`config.mk`:
```
export PLATFORM = sky130hd
export DESIGN_NAME = mpqs_top
export DESIGN_NICKNAME = d
export VERILOG_FILES = /design/src/verilog/mpqs_pkg.sv /design/src/verilog/mpqs_ms_tick.sv /design/src/verilog/mpqs_ms_timer.sv /design/src/verilog/mpqs_top.sv
export SDC_FILE = /design/constraint.sdc
export NUM_CORES = 2
export LEC_CHECK = 0
export ABC_AREA = 1
export CAP_MARGIN = 20
export CORE_UTILIZATION = 35
export CTS_BUF_LIST = sky130_fd_sc_hd__clkbuf_16
export DETAILED_ROUTE_END_ITERATION = 16
export DONT_BUFFER_PORTS = 1
export PLACE_DENSITY = 0.59
export SKIP_CTS_REPAIR_TIMING = 1
export SLEW_MARGIN = 40
export SYNTH_ARGS = -nofsm -noshare
export SYNTH_HDL_FRONTEND = slang
export SYNTH_HIERARCHICAL = 1
export SYNTH_SLANG_ARGS = --single-unit
```
`constraint.sdc`:
```
create_clock -name core_clk_i -period 36.9 [get_ports core_clk_i]
set_input_delay 5.535 -clock core_clk_i [delete_from_list [all_inputs] [get_ports core_clk_i]]
set_output_delay 5.535 -clock core_clk_i [all_outputs]
set_load 0.005 [all_outputs]
```
`src/verilog/mpqs_pkg.sv`:
```
// mpqs_pkg: shared constants for motion profile shaping and quick stop.
// assumes a 250 MHz core clock; all register times are in milliseconds.
package mpqs_pkg;
  localparam int unsigned CLK_MHZ = 250;
  localparam int unsigned MS_NS = 1000000;
  localparam int unsigned CLK_NS = 4;
  // cycles per millisecond, derived from the clock period
  localparam int unsigned MS_CYCLES = MS_NS / CLK_NS;
  localparam logic [15:0] SCURVE_MAX_MS = 16'd1000;
  localparam logic [15:0] SCURVE_RST_MS = 16'h0000;
  localparam logic [2:0] STOP_OPT_RST = 3'h2;
  localparam logic [2:0] STOP_OPT_DB = 3'h0;
  localparam logic [2:0] STOP_OPT_DEC_OFF1 = 3'h1;
  localparam logic [2:0] STOP_OPT_DEC_OFF2 = 3'h2;
  localparam logic [2:0] STOP_OPT_DEC_ON5 = 3'h5;
  localparam logic [2:0] STOP_OPT_DEC_ON6 = 3'h6;
  localparam logic ACC_UNIT_MS = 1'b0;
  localparam logic ACC_UNIT_RATE = 1'b1;
  localparam int unsigned CW_QUICK_STOP_BIT = 2;

  // register map of the plain port
  localparam logic [3:0] REG_CTRL = 4'h0;
  localparam logic [3:0] REG_SCURVE = 4'h1;
  localparam logic [3:0] REG_ACCEL = 4'h2;
  localparam logic [3:0] REG_DECEL = 4'h3;
  localparam logic [3:0] REG_RATE = 4'h4;
  localparam logic [3:0] REG_QS_TC = 4'h5;
  localparam logic [3:0] REG_WARN_TC = 4'h6;
  localparam logic [3:0] REG_STATUS = 4'h7;
  localparam logic [3:0] REG_SPEED = 4'h8;
  localparam logic [3:0] REG_CTRL_ALT = 4'h9;

  // ctrl register fields
  localparam int unsigned CTRL_STOP_LSB = 0;
  localparam int unsigned CTRL_ACC_UNIT = 4;
  localparam int unsigned CTRL_POS_LSB = 5;
  localparam int unsigned CTRL_FDEC_EN = 7;
  localparam int unsigned CTRL_VARIANT = 8;
  localparam logic [31:0] CTRL_RST = 32'h0000_0082;

  typedef enum logic [3:0] {
    MPQS_MODE_CSP = 4'h0, MPQS_MODE_CSV = 4'h1, MPQS_MODE_CST = 4'h2,
    MPQS_MODE_PP = 4'h3, MPQS_MODE_PV = 4'h4, MPQS_MODE_TQ = 4'h5,
    MPQS_MODE_HM = 4'h6, MPQS_MODE_PT = 4'h7, MPQS_MODE_JG = 4'h8,
    MPQS_MODE_CT = 4'h9, MPQS_MODE_SPD = 4'ha, MPQS_MODE_TRQ = 4'hb
  } mpqs_mode_t;

  typedef enum logic [2:0] {
    MPQS_ST_OP_ENABLED = 3'h0,
    MPQS_ST_QS_DECEL = 3'h1,
    MPQS_ST_QS_ACTIVE = 3'h2,
    MPQS_ST_FAULT_REACT = 3'h3,
    MPQS_ST_SW_ON_DISABLED = 3'h4,
    MPQS_ST_IDLE = 3'h5
  } mpqs_state_t;
endpackage : mpqs_pkg

```
`src/verilog/mpqs_ms_tick.sv`:
```
// mpqs_ms_tick: one-cycle enable every millisecond.
// assumes core_clk_i runs at the package rate.
`timescale 1ns/100ps
`default_nettype none
module mpqs_ms_tick #(
  parameter int unsigned DIV = mpqs_pkg::MS_CYCLES
) (
  input wire logic core_clk_i,
  input wire logic rst_n_i,
  output logic tick_o
);
  logic [17:0] cnt_q;
  wire cnt_end = (cnt_q == 18'(DIV - 1));
  always_ff @(posedge core_clk_i or negedge rst_n_i) begin
    if (!rst_n_i) begin
      cnt_q <= 18'h00000;
    end else begin
      cnt_q <= cnt_end ? 18'h00000 : cnt_q + 18'h00001;
    end
  end
  assign tick_o = cnt_end;
endmodule // mpqs_ms_tick
`default_nettype wire

```
`src/verilog/mpqs_ms_timer.sv`:
```
// mpqs_ms_timer: loadable millisecond down counter.
// assumes tick_i is a one-cycle millisecond enable.
`timescale 1ns/100ps
`default_nettype none
module mpqs_ms_timer #(
  parameter int unsigned W = 16
) (
  input wire logic core_clk_i,
  input wire logic rst_n_i,
  input wire logic tick_i,
  input wire logic load_i,
  input wire logic [W-1:0] value_i,
  output logic done_o,
  output logic [W-1:0] left_o
);
  logic [W-1:0] cnt_q;
  always_ff @(posedge core_clk_i or negedge rst_n_i) begin
    if (!rst_n_i) begin
      cnt_q <= '0;
    end else if (load_i) begin
      cnt_q <= value_i;
    end else if (tick_i && cnt_q != '0) begin
      cnt_q <= cnt_q - W'(1);
    end
  end
  assign done_o = (cnt_q == '0);
  assign left_o = cnt_q;
endmodule // mpqs_ms_timer
`default_nettype wire

```
`src/verilog/mpqs_top.sv`:
```
// mpqs_top: S-curve profile shaping, acceleration units and quick stop.
// assumes a plain register port and drive events synchronous to core_clk_i.
`timescale 1ns/100ps
`default_nettype none
// Behaviour
// - network variant smooths only when the S-curve time is nonzero.
// - smoothed acceleration phase lasts base time plus S-curve time.
// - network variant smoothing applies in profile position, profile velocity, point table, jog.
// - homing mode never smooths.
// - point table and jog delay travel-complete by the S-curve time.
// - pp, point table and jog clamp S-curve time at 1000 ms.
// - arc segment limited by acceleration and deceleration times.
// - pulse variant smooths only in speed and torque modes, nonzero time.
// - pulse variant arc limited by speed acceleration/deceleration constants.
// - rate unit ramps speed at that rate, independent of rated speed.
// - unit select 0 means milliseconds, 1 means units per second squared.
// - command unit taken from position unit: mm, inch, degree, pulse.
// - quick stop bit off decelerates per stop option, then target state.
// - forced decel disabled means dynamic brake, option ignored.
// - quick stop accepted only in Operation Enabled.
// - quick stop works in cyclic, profile, point table, jog, homing modes.
// - torque and continuous-to-torque modes brake dynamically.
// - alarm during decel enters fault reaction, quick-stop time, servo off.
// - warning during decel stays in quick stop decel, servo off after.
// - quick-stop warning uses its own time constant, then servo off.
// - command stop wins over quick stop: dynamic brake.
// - stop option 0 brake, 1/2 decel off, 5/6 decel keep on.
module mpqs_top #(
  parameter int unsigned MS_DIV = mpqs_pkg::MS_CYCLES
) (
  input wire logic core_clk_i,
  input wire logic rst_n_i,
  input wire logic [3:0] addr_i,
  input wire logic [31:0] wdata_i,
  input wire logic wr_i,
  input wire logic rd_i,
  output logic [31:0] rdata_o,
  input wire mpqs_pkg::mpqs_mode_t mode_i,
  input wire logic quick_stop_n_i,
  input wire logic cmd_stop_i,
  input wire logic alarm_fdec_i,
  input wire logic warn_fdec_i,
  input wire logic warn_qs_i,
  input wire logic start_i,
  input wire logic [15:0] target_speed_i,
  output logic [15:0] speed_o,
  output logic s_curve_active_o,
  output logic [15:0] accel_phase_ms_o,
  output logic [1:0] command_unit_kind_o,
  output logic dyn_brake_o,
  output logic servo_on_o,
  output logic travel_complete_output_o,
  output mpqs_pkg::mpqs_state_t state_o
);
  import mpqs_pkg::*;

  logic [31:0] ctrl_q, ctrl_alt_q;
  logic [15:0] s_curve_time_setting_q, s_curve_time_setting_alt_q;
  logic [15:0] accel_ms_q, decel_ms_q, rate_q, qs_tc_q, warn_tc_q;
  logic [31:0] rdata_q;
  mpqs_state_t state_q, state_d;
  logic [15:0] speed_q;
  logic dyn_brake_q, servo_on_q, travel_complete_output_q, travel_complete_output_wait_q, keep_on_q;
  logic qs_n_q, wqs_q;

  // register decode
  wire wr_ctrl = wr_i && addr_i == REG_CTRL;
  wire wr_scurve = wr_i && addr_i == REG_SCURVE;
  wire wr_accel = wr_i && addr_i == REG_ACCEL;
  wire wr_decel = wr_i && addr_i == REG_DECEL;
  wire wr_rate = wr_i && addr_i == REG_RATE;
  wire wr_qs_tc = wr_i && addr_i == REG_QS_TC;
  wire wr_warn_tc = wr_i && addr_i == REG_WARN_TC;
  wire wr_alt = wr_i && addr_i == REG_CTRL_ALT;

  wire [2:0] stop_method_select = ctrl_q[CTRL_STOP_LSB +: 3];
  wire accel_unit_select = ctrl_q[CTRL_ACC_UNIT];
  wire [1:0] position_unit_select = ctrl_q[CTRL_POS_LSB +: 2];
  wire forced_decel_enable = ctrl_q[CTRL_FDEC_EN];
  wire pulse_variant = ctrl_q[CTRL_VARIANT];

  // mode classes
  wire profile_position_mode = mode_i == MPQS_MODE_PP;
  wire profile_velocity_mode = mode_i == MPQS_MODE_PV;
  wire point_table_mode = mode_i == MPQS_MODE_PT;
  wire jog_mode = mode_i == MPQS_MODE_JG;
  wire homing_mode = mode_i == MPQS_MODE_HM;
  wire torque_like = mode_i == MPQS_MODE_TQ || mode_i == MPQS_MODE_CT ||
                     mode_i == MPQS_MODE_CST;
  wire qs_mode_ok = mode_i <= MPQS_MODE_CT;

  // S-curve selection and clamp
  wire clamp_mode = profile_position_mode || point_table_mode || jog_mode;
  wire [15:0] net_sc = (clamp_mode && s_curve_time_setting_q >= SCURVE_MAX_MS) ?
                       SCURVE_MAX_MS : s_curve_time_setting_q;
  wire net_mode_ok = (clamp_mode || profile_velocity_mode) && !homing_mode;
  wire pulse_mode_ok = mode_i == MPQS_MODE_SPD || mode_i == MPQS_MODE_TRQ;
  wire sc_on = pulse_variant ? (pulse_mode_ok && s_curve_time_setting_alt_q != 16'h0000)
                             : (net_mode_ok && net_sc != 16'h0000);
  wire [15:0] sc_raw = pulse_variant ? s_curve_time_setting_alt_q : net_sc;
  // arc may not outlast the shorter of the two ramp times
  wire [15:0] ramp_min = (accel_ms_q < decel_ms_q) ? accel_ms_q : decel_ms_q;
  wire [15:0] sc_eff = sc_on ? ((sc_raw > ramp_min) ? ramp_min : sc_raw) : 16'h0000;
  wire [16:0] phase_sum = {1'b0, accel_ms_q} + {1'b0, sc_eff};
  wire [15:0] phase_ms = phase_sum[16] ? 16'hffff : phase_sum[15:0];

  // millisecond timebase and timers
  logic ms_tick, travel_complete_output_done, stop_done;
  logic [15:0] stop_left;
  mpqs_ms_tick #(.DIV(MS_DIV)) u_tick (
    .core_clk_i(core_clk_i),
    .rst_n_i(rst_n_i),
    .tick_o(ms_tick)
  );
  wire travel_complete_output_load = start_i;
  wire [15:0] travel_complete_output_val = phase_ms + ((point_table_mode || jog_mode) ? sc_eff : 16'h0000);
  mpqs_ms_timer #(.W(16)) u_travel_complete_output (
    .core_clk_i(core_clk_i),
    .rst_n_i(rst_n_i),
    .tick_i(ms_tick),
    .load_i(travel_complete_output_load),
    .value_i(travel_complete_output_val),
    .done_o(travel_complete_output_done),
    .left_o()
  );

  // quick stop decisions
  wire qs_fall = qs_n_q && !quick_stop_n_i;
  wire qs_take = qs_fall && state_q == MPQS_ST_OP_ENABLED && qs_mode_ok;
  wire opt_brake = stop_method_select == STOP_OPT_DB;
  wire opt_keep = stop_method_select == STOP_OPT_DEC_ON5 ||
                  stop_method_select == STOP_OPT_DEC_ON6;
  wire go_brake = cmd_stop_i || !forced_decel_enable || torque_like || opt_brake;
  wire in_decel = state_q == MPQS_ST_QS_DECEL;
  wire alarm_hit = in_decel && alarm_fdec_i;
  wire warn_hit = in_decel && warn_fdec_i && !alarm_fdec_i;
  // edge only: a standing warning must not reload the stop timer every cycle
  wire wqs_hit = in_decel && warn_qs_i && !wqs_q && !alarm_fdec_i && !warn_fdec_i;
  wire stop_load = (qs_take && !go_brake) || wqs_hit;
  wire [15:0] stop_val = wqs_hit ? warn_tc_q : qs_tc_q;
  mpqs_ms_timer #(.W(16)) u_stop (
    .core_clk_i(core_clk_i),
    .rst_n_i(rst_n_i),
    .tick_i(ms_tick),
    .load_i(stop_load),
    .value_i(stop_val),
    .done_o(stop_done),
    .left_o(stop_left)
  );

  // drive state transitions
  always_comb begin
    state_d = state_q;
    unique case (state_q)
      MPQS_ST_IDLE: begin
        if (quick_stop_n_i) begin
          state_d = MPQS_ST_OP_ENABLED;
        end
      end
      MPQS_ST_OP_ENABLED: begin
        if (qs_take) begin
          state_d = go_brake ? MPQS_ST_SW_ON_DISABLED : MPQS_ST_QS_DECEL;
        end
      end
      MPQS_ST_QS_DECEL: begin
        if (alarm_hit) begin
          state_d = MPQS_ST_FAULT_REACT;
        end else if (cmd_stop_i) begin
          state_d = MPQS_ST_SW_ON_DISABLED;
        end else if (stop_done && !stop_load) begin
          state_d = keep_on_q ? MPQS_ST_QS_ACTIVE : MPQS_ST_SW_ON_DISABLED;
        end
      end
      MPQS_ST_QS_ACTIVE: begin
        if (quick_stop_n_i && keep_on_q) begin
          state_d = MPQS_ST_OP_ENABLED;
        end else if (!keep_on_q && stop_done) begin
          state_d = MPQS_ST_SW_ON_DISABLED;
        end
      end
      MPQS_ST_FAULT_REACT: begin
        if (stop_done) begin
          state_d = MPQS_ST_SW_ON_DISABLED;
        end
      end
      MPQS_ST_SW_ON_DISABLED: begin
        if (quick_stop_n_i && !cmd_stop_i) begin
          state_d = MPQS_ST_IDLE;
        end
      end
      default: state_d = MPQS_ST_SW_ON_DISABLED;
    endcase
  end

  // speed ramp: millisecond steps in time mode, per-ms rate accumulation in rate mode
  wire decel_now = in_decel || state_q == MPQS_ST_FAULT_REACT ||
                   (state_q == MPQS_ST_QS_ACTIVE && !keep_on_q);
  wire [15:0] ramp_target = decel_now ? 16'h0000 : target_speed_i;
  wire [15:0] time_step = (stop_left == 16'h0000) ? speed_q :
                          speed_q / ((stop_left == 16'h0000) ? 16'h0001 : stop_left);
  wire [15:0] ramp_step = (accel_unit_select == ACC_UNIT_RATE) ? rate_q :
                          (phase_ms == 16'h0000 ? 16'hffff : target_speed_i / phase_ms);
  wire [15:0] step = decel_now ? ((accel_unit_select == ACC_UNIT_RATE) ? rate_q : time_step)
                               : ramp_step;
  wire [15:0] gap = (speed_q > ramp_target) ? speed_q - ramp_target : ramp_target - speed_q;
  wire [15:0] mv = (gap < step) ? gap : ((step == 16'h0000) ? 16'h0001 : step);
  wire [15:0] speed_d = dyn_brake_q ? 16'h0000 : (!ms_tick ? speed_q :
                        (speed_q > ramp_target ? speed_q - mv : speed_q + mv));

  always_ff @(posedge core_clk_i or negedge rst_n_i) begin
    if (!rst_n_i) begin
      state_q <= MPQS_ST_IDLE;
      qs_n_q <= 1'b1;
      wqs_q <= 1'b0;
      speed_q <= 16'h0000;
      dyn_brake_q <= 1'b0;
      servo_on_q <= 1'b0;
      keep_on_q <= 1'b0;
    end else begin
      state_q <= state_d;
      qs_n_q <= quick_stop_n_i;
      wqs_q <= warn_qs_i;
      speed_q <= speed_d;
      if (qs_take) begin
        keep_on_q <= opt_keep && !go_brake;
      end else if (warn_hit || wqs_hit || alarm_hit) begin
        keep_on_q <= 1'b0;
      end
      dyn_brake_q <= (state_d == MPQS_ST_SW_ON_DISABLED) &&
                     (dyn_brake_q || (qs_take && go_brake) || (in_decel && cmd_stop_i));
      servo_on_q <= state_d == MPQS_ST_OP_ENABLED || state_d == MPQS_ST_QS_DECEL ||
                    state_d == MPQS_ST_QS_ACTIVE || state_d == MPQS_ST_FAULT_REACT;
    end
  end

  // travel-complete: cleared on start, set when the extended timer runs out
  always_ff @(posedge core_clk_i or negedge rst_n_i) begin
    if (!rst_n_i) begin
      travel_complete_output_q <= 1'b1;
      travel_complete_output_wait_q <= 1'b0;
    end else if (start_i) begin
      travel_complete_output_q <= 1'b0;
      travel_complete_output_wait_q <= 1'b1;
    end else if (travel_complete_output_wait_q && travel_complete_output_done) begin
      travel_complete_output_q <= 1'b1;
      travel_complete_output_wait_q <= 1'b0;
    end
  end

  // register writes
  always_ff @(posedge core_clk_i or negedge rst_n_i) begin
    if (!rst_n_i) begin
      ctrl_q <= CTRL_RST;
      ctrl_alt_q <= 32'h0000_0000;
      s_curve_time_setting_q <= SCURVE_RST_MS;
      s_curve_time_setting_alt_q <= SCURVE_RST_MS;
      accel_ms_q <= 16'h0000;
      decel_ms_q <= 16'h0000;
      rate_q <= 16'h0000;
      qs_tc_q <= 16'h0064;
      warn_tc_q <= 16'h0064;
    end else begin
      if (wr_ctrl) ctrl_q <= {23'h000000, wdata_i[8:0]};
      if (wr_alt) ctrl_alt_q <= wdata_i;
      if (wr_scurve) s_curve_time_setting_q <= wdata_i[15:0];
      if (wr_scurve) s_curve_time_setting_alt_q <= wdata_i[31:16];
      if (wr_accel) accel_ms_q <= wdata_i[15:0];
      if (wr_decel) decel_ms_q <= wdata_i[15:0];
      if (wr_rate) rate_q <= wdata_i[15:0];
      if (wr_qs_tc) qs_tc_q <= wdata_i[15:0];
      if (wr_warn_tc) warn_tc_q <= wdata_i[15:0];
    end
  end

  // read mux, data valid in the following cycle only
  logic [31:0] rd_mux;
  always_comb begin
    rd_mux = 32'h0000_0000;
    unique case (addr_i)
      REG_CTRL: rd_mux = ctrl_q;
      REG_SCURVE: rd_mux = {s_curve_time_setting_alt_q, s_curve_time_setting_q};
      REG_ACCEL: rd_mux = {16'h0000, accel_ms_q};
      REG_DECEL: rd_mux = {16'h0000, decel_ms_q};
      REG_RATE: rd_mux = {16'h0000, rate_q};
      REG_QS_TC: rd_mux = {16'h0000, qs_tc_q};
      REG_WARN_TC: rd_mux = {16'h0000, warn_tc_q};
      REG_STATUS: rd_mux = {23'h000000, travel_complete_output_q, servo_on_q, dyn_brake_q, sc_on, state_q,
                            position_unit_select};
      REG_SPEED: rd_mux = {16'h0000, speed_q};
      REG_CTRL_ALT: rd_mux = ctrl_alt_q;
      default: rd_mux = 32'h0000_0000;
    endcase
  end
  always_ff @(posedge core_clk_i or negedge rst_n_i) begin
    if (!rst_n_i) begin
      rdata_q <= 32'h0000_0000;
    end else begin
      rdata_q <= rd_i ? rd_mux : 32'h0000_0000;
    end
  end

  assign rdata_o = rdata_q;
  assign speed_o = speed_q;
  assign s_curve_active_o = sc_on;
  assign accel_phase_ms_o = phase_ms;
  assign command_unit_kind_o = position_unit_select;
  assign dyn_brake_o = dyn_brake_q;
  assign servo_on_o = servo_on_q;
  assign travel_complete_output_o = travel_complete_output_q;
  assign state_o = state_q;

  // assertions
  property p_homing_no_sc;
    @(posedge core_clk_i) disable iff (!rst_n_i) homing_mode |-> !s_curve_active_o;
  endproperty
  a_homing_no_sc: assert property (p_homing_no_sc) else $error("s-curve in homing");
  property p_zero_no_sc;
    @(posedge core_clk_i) disable iff (!rst_n_i)
      (!pulse_variant && s_curve_time_setting_q == 16'h0000) |-> !s_curve_active_o;
  endproperty
  a_zero_no_sc: assert property (p_zero_no_sc) else $error("s-curve with zero time");
  property p_clamp;
    @(posedge core_clk_i) disable iff (!rst_n_i) clamp_mode |-> net_sc <= SCURVE_MAX_MS;
  endproperty
  a_clamp: assert property (p_clamp) else $error("s-curve time not clamped");
  property p_phase;
    @(posedge core_clk_i) disable iff (!rst_n_i)
      !phase_sum[16] |-> accel_phase_ms_o == accel_ms_q + sc_eff;
  endproperty
  a_phase: assert property (p_phase) else $error("phase length wrong");
  property p_only_op_en;
    @(posedge core_clk_i) disable iff (!rst_n_i)
      $rose(state_q == MPQS_ST_QS_DECEL) |-> $past(state_q) == MPQS_ST_OP_ENABLED;
  endproperty
  a_only_op_en: assert property (p_only_op_en) else $error("quick stop outside op enabled");
  property p_brake_cmd;
    @(posedge core_clk_i) disable iff (!rst_n_i)
      (qs_take && cmd_stop_i) |=> (dyn_brake_o && state_q == MPQS_ST_SW_ON_DISABLED);
  endproperty
  a_brake_cmd: assert property (p_brake_cmd) else $error("command stop not braked");
  property p_fdec_off;
    @(posedge core_clk_i) disable iff (!rst_n_i)
      (qs_take && !forced_decel_enable) |=> dyn_brake_o;
  endproperty
  a_fdec_off: assert property (p_fdec_off) else $error("no brake with decel off");
  property p_alarm;
    @(posedge core_clk_i) disable iff (!rst_n_i)
      alarm_hit |=> (state_q == MPQS_ST_FAULT_REACT && servo_on_o);
  endproperty
  a_alarm: assert property (p_alarm) else $error("alarm did not enter fault reaction");
  property p_fault_off;
    @(posedge core_clk_i) disable iff (!rst_n_i)
      (state_q == MPQS_ST_FAULT_REACT && stop_done) |=> !servo_on_o;
  endproperty
  a_fault_off: assert property (p_fault_off) else $error("servo on after fault stop");
endmodule // mpqs_top
`default_nettype wire

```
==> results.txt <==
- In this run the cell area of the synthesized design comes to 32700 sq um.
* Worst clock skew: 0.0313 ns
- CTS tree: done
- Arrival time of data at the critical path endpoint: 35.98 ns
- Initial DRC Count: 2682
- The worst path needs roughly 35 ns of the cycle, external delays included.
- CP endpoint kind: flop
- From bottom edge to top edge, the die measures 308 um.
- Number of library cell types mapped by synthesis: 68
* Maximum capacitance violations: 0
* Number of global-route vias before repair: 32800
* Ratio of cells with drive above 1 in the final layout: a little under a quarter
- In this run the cell area measured after placement is 38200 sq um.
- The worst pin sits at a relative slew slack of 25.7%.
* Floorplan row count: 111
- The clock passes through at most 3 buffers.
* Category of the critical setup timing path: in -> reg
- Post-Layout Inst Area: 42200 sq um
- Cell with the largest stage delay on the worst path: sky130_fd_sc_hd__ha_1
* Antenna violations before repair: 4
- Max Fanout on Critical Path: 8
- Post-synthesis net count: 5582
- Kind of start point of the critical path: input port
- Global routing finished with a remaining overflow of 0.
- Pin placement for this block handled 139 I/O pins.
- The tree is rooted in a sky130_fd_sc_hd__clkbuf_16.
* Diode count: 0
- In the post-route analysis, the smallest setup slack over all paths is 1.44 ns.
* Number of H-tree levels: 1
- After detailed routing, the number of remaining DRC violations is 0.
* Final count of pins violating max slew: 0
- Number of failing setup endpoints in the final timing report: 0
* Wirelength per Cell: 17.6 um
- The pre-antenna-repair detailed-routing pass consisted of 6 iterations.
- The first global-routing pass estimated 182000 um of wire.
* Period Utilization, post-route: 96.1%
- Entering global routing, the biggest net connects 262 pins.
- Highest achievable clock rate: 28.2 MHz
* Run status: finished, final reports clean
- Counting flops with a built-in enable in the synthesized netlist gives 0.
- Setup repair after global routing could not meet its margin everywhere.
- Highest routing layer actually used: met5
- TritonCTS Sinks: between 200 and 300
- CTS Buf Count: 30
- Mean cell area of the mapped netlist: roughly 6.4 sq um
- Clock edge transition at the registers on the reported setup and hold paths: 0.06 ns
* M1 WL: around 53000 um
- Measured along the x axis, the die boundary spans 308 um.
- During synthesis, Yosys emitted a total of 6 warnings.
* Flip-flop and latch count after synthesis: 261
* Met3 Routed Length: 8270 um
- Worst skew pair latency: 0.61 ns
- Port Buf Inserts: 0
- At the end of the flow, the number of nets in the layout was 6142.
- STA puts the critical path data required time at 37.42 ns.
- In the synthesized netlist the async set-or-reset flop fraction comes to 100%.
- Fraction of the yosys area taken by sequential cells: between 10% and 20%
- Most common cell type on the critical path: sky130_fd_sc_hd__nand2_1
- Total count of hold-check failures in the final report: 0
- Hpwl dp: ~95000 um
* Routability cong.: 0.963
- The die covers 94800 sq um.
* Maximum cell stage delay along the critical path: between 0.3 and 0.4 ns
- Synthesized netlist cell count: 5107
- Hold crit path type: reg -> reg
- Worst slack at placement: -1.30 ns
* Core Area: 92100 sq um
* Tightest Pin Transition: roughly 1.1 ns
- For this block, the routed nets add up to 122000 um of wire.
- Area overhead of the layout relative to synthesis: 28.9%
- In the global route stage, overall resource usage came out at about a quarter.
* Reg-to-reg setup timing slack: 3.17 ns
- Met2 wirelength from detailed routing: between 50000 and 60000 um
- Number of fillers in the final layout: between 9000 and 10000
- Via count normalized by instance count: 5.16
* Initial Util: 35.5%
* Most instantiated flip-flop cell in the synthesis netlist: sky130_fd_sc_hd__dfrtp_1
- Total via count after detailed routing: about 36000
* Antenna Violating Nets Remaining: 0
[cell usage after synthesis, types with 27 or more instances]
cell / n / area, sq um
sky130_fd_sc_hd__o211ai_1: 27 / 203
sky130_fd_sc_hd__o21ai_0: 434 / 2170
sky130_fd_sc_hd__nand3_1: 288 / 1440
sky130_fd_sc_hd__xor2_1: 140 / 1230
sky130_fd_sc_hd__nand2_1: 1403 / 5270
sky130_fd_sc_hd__clkbuf_1: 110 / 413
sky130_fd_sc_hd__a21oi_1: 268 / 1340
sky130_fd_sc_hd__a221oi_1: 32 / 280
sky130_fd_sc_hd__dfrtp_1: 249 / 6230
sky130_fd_sc_hd__or2_2: 57 / 357
sky130_fd_sc_hd__nor2_1: 355 / 1330
sky130_fd_sc_hd__o21ai_1: 37 / 185
sky130_fd_sc_hd__nand4_1: 33 / 206
sky130_fd_sc_hd__xnor2_1: 69 / 604
sky130_fd_sc_hd__ha_1: 404 / 5050
sky130_fd_sc_hd__o22ai_1: 31 / 194
sky130_fd_sc_hd__nor3_1: 59 / 295
sky130_fd_sc_hd__inv_1: 725 / 2720
sky130_fd_sc_hd__a21o_1: 30 / 225
[cells in the final DEF, fill, tap and decap left out, types with 9 or more instances in the layout]
cell	instances
sky130_fd_sc_hd__buf_6	18
sky130_fd_sc_hd__nand3_1	263
sky130_fd_sc_hd__inv_1	682
sky130_fd_sc_hd__o211ai_1	27
sky130_fd_sc_hd__a211oi_1	17
sky130_fd_sc_hd__inv_2	55
sky130_fd_sc_hd__and2_1	14
sky130_fd_sc_hd__nand2_4	37
sky130_fd_sc_hd__dfrtp_1	249
sky130_fd_sc_hd__nand2_2	111
sky130_fd_sc_hd__o21ai_4	12
sky130_fd_sc_hd__nand2_1	1285
sky130_fd_sc_hd__buf_4	629
sky130_fd_sc_hd__a21oi_2	53
sky130_fd_sc_hd__o2111ai_1	12
sky130_fd_sc_hd__xnor2_1	66
sky130_fd_sc_hd__nand3_2	33
sky130_fd_sc_hd__xor2_1	140
sky130_fd_sc_hd__a21oi_1	217
sky130_fd_sc_hd__clkinvlp_4	10
sky130_fd_sc_hd__ha_4	55
sky130_fd_sc_hd__nor2_4	24
sky130_fd_sc_hd__nor2_1	328
sky130_fd_sc_hd__nor3_1	46
sky130_fd_sc_hd__nor2_2	40
sky130_fd_sc_hd__o21ai_0	367
sky130_fd_sc_hd__nor4_1	21
sky130_fd_sc_hd__o21bai_1	22
sky130_fd_sc_hd__o21ai_2	42
sky130_fd_sc_hd__a31oi_1	17
sky130_fd_sc_hd__or2_2	53
sky130_fd_sc_hd__ha_1	347
sky130_fd_sc_hd__o22ai_1	30
sky130_fd_sc_hd__nand4_1	33
sky130_fd_sc_hd__o21ai_1	62
sky130_fd_sc_hd__clkbuf_16	34
sky130_fd_sc_hd__nor3_2	9
sky130_fd_sc_hd__a221oi_1	32
sky130_fd_sc_hd__dfstp_2	12
sky130_fd_sc_hd__a21o_1	30
[cell families after synthesis]
logic type	synth area share (%)
XOR/XNOR	5.59
multiplexers	0.183
AO/OA/AOI/OAI	17.7
AND/OR/NAND/NOR	30.5
flip-flops	20.0
adder cells (fa/ha/maj)	15.7
buffers and inverters	10.3
[critical path: cells and delay by family]
family / cells / cell delay, ns
xor+xnor: 1 / 0.16
simple gates: 140 / 12.37
compound gates: 57 / 8.52
buf+inv: 42 / 4.07
fa+ha+maj: 19 / 5.29
[stage by stage]
| step | utilization, % | setup TNS, ns | std cells | hold slack [ns] |
|---|---|---|---|---|
| 6_report | 45.8 | 0 | 6933 | 0.465 |
| 5_1_grt | 45.8 | -2.25 | 6933 | 0.502 |
| 4_1_cts | 42.7 | -2.55 | 6863 | 0.462 |
| 3_5_place_dp | 41.5 | -6.11 | 6808 | 0.454 |
| 3_3_place_gp | 41.5 | -1.19 | 6808 | 0.454 |
| 2_1_floorplan | - | 0 | 5107 | 0.432 |
[registers in the layout, summed over array words and instances (netlist names), 3 cells and up]
signal,cells
state_o,3
accel_ms_q,16
warn_tc_q,16
s_curve_time_setting_q,16
rdata_o,32
qs_tc_q,16
u_tick/cnt_q,18
ctrl_alt_q,32
decel_ms_q,16
rate_q,16
ctrl_q,9
u_stop/left_o,16
s_curve_time_setting_alt_q,16
u_travel_complete_output/left_o,16
speed_o,16
[layout make-up]
class	count	area, sq um	share of cell area [%]
clock buffer	30	751	1.78
clock inverter	25	310	0.736
inverter	747	2850	6.75
multi-input combinational	3967	25000	59.3
sequential	261	6550	15.5
tap	1243	1560	3.69
timing repair buffer	658	5140	12.2
timing repair inverter	2	16.3	0.0386
[metal layers]
metal  vias up  global-route usage, %
li1      17900                      -
met5         -                  0.362
met1     16500                   32.4
met4         4                   7.52
met2      1090                   40.0
met3       219                   3.71
[path summary, 6_finish.rpt]
path                                   start                                   to  depth (start not counted)
max in group asynchronous            rst_n_i                          speed_o[12]                          0
min in group asynchronous            rst_n_i  u_travel_complete_output/left_o[13]                          0
max                                mode_i[3]                          speed_o[14]                        259
max reg2reg                u_stop/left_o[13]                          speed_o[14]                        225
min reg2reg                  u_tick/cnt_q[0]                      u_tick/cnt_q[0]                          1
min                          u_tick/cnt_q[0]                      u_tick/cnt_q[0]                          1
Power is left out: the tool's default activity adds up to more than one toggle a clock period on the data nets, which glitch-free logic cannot reach.
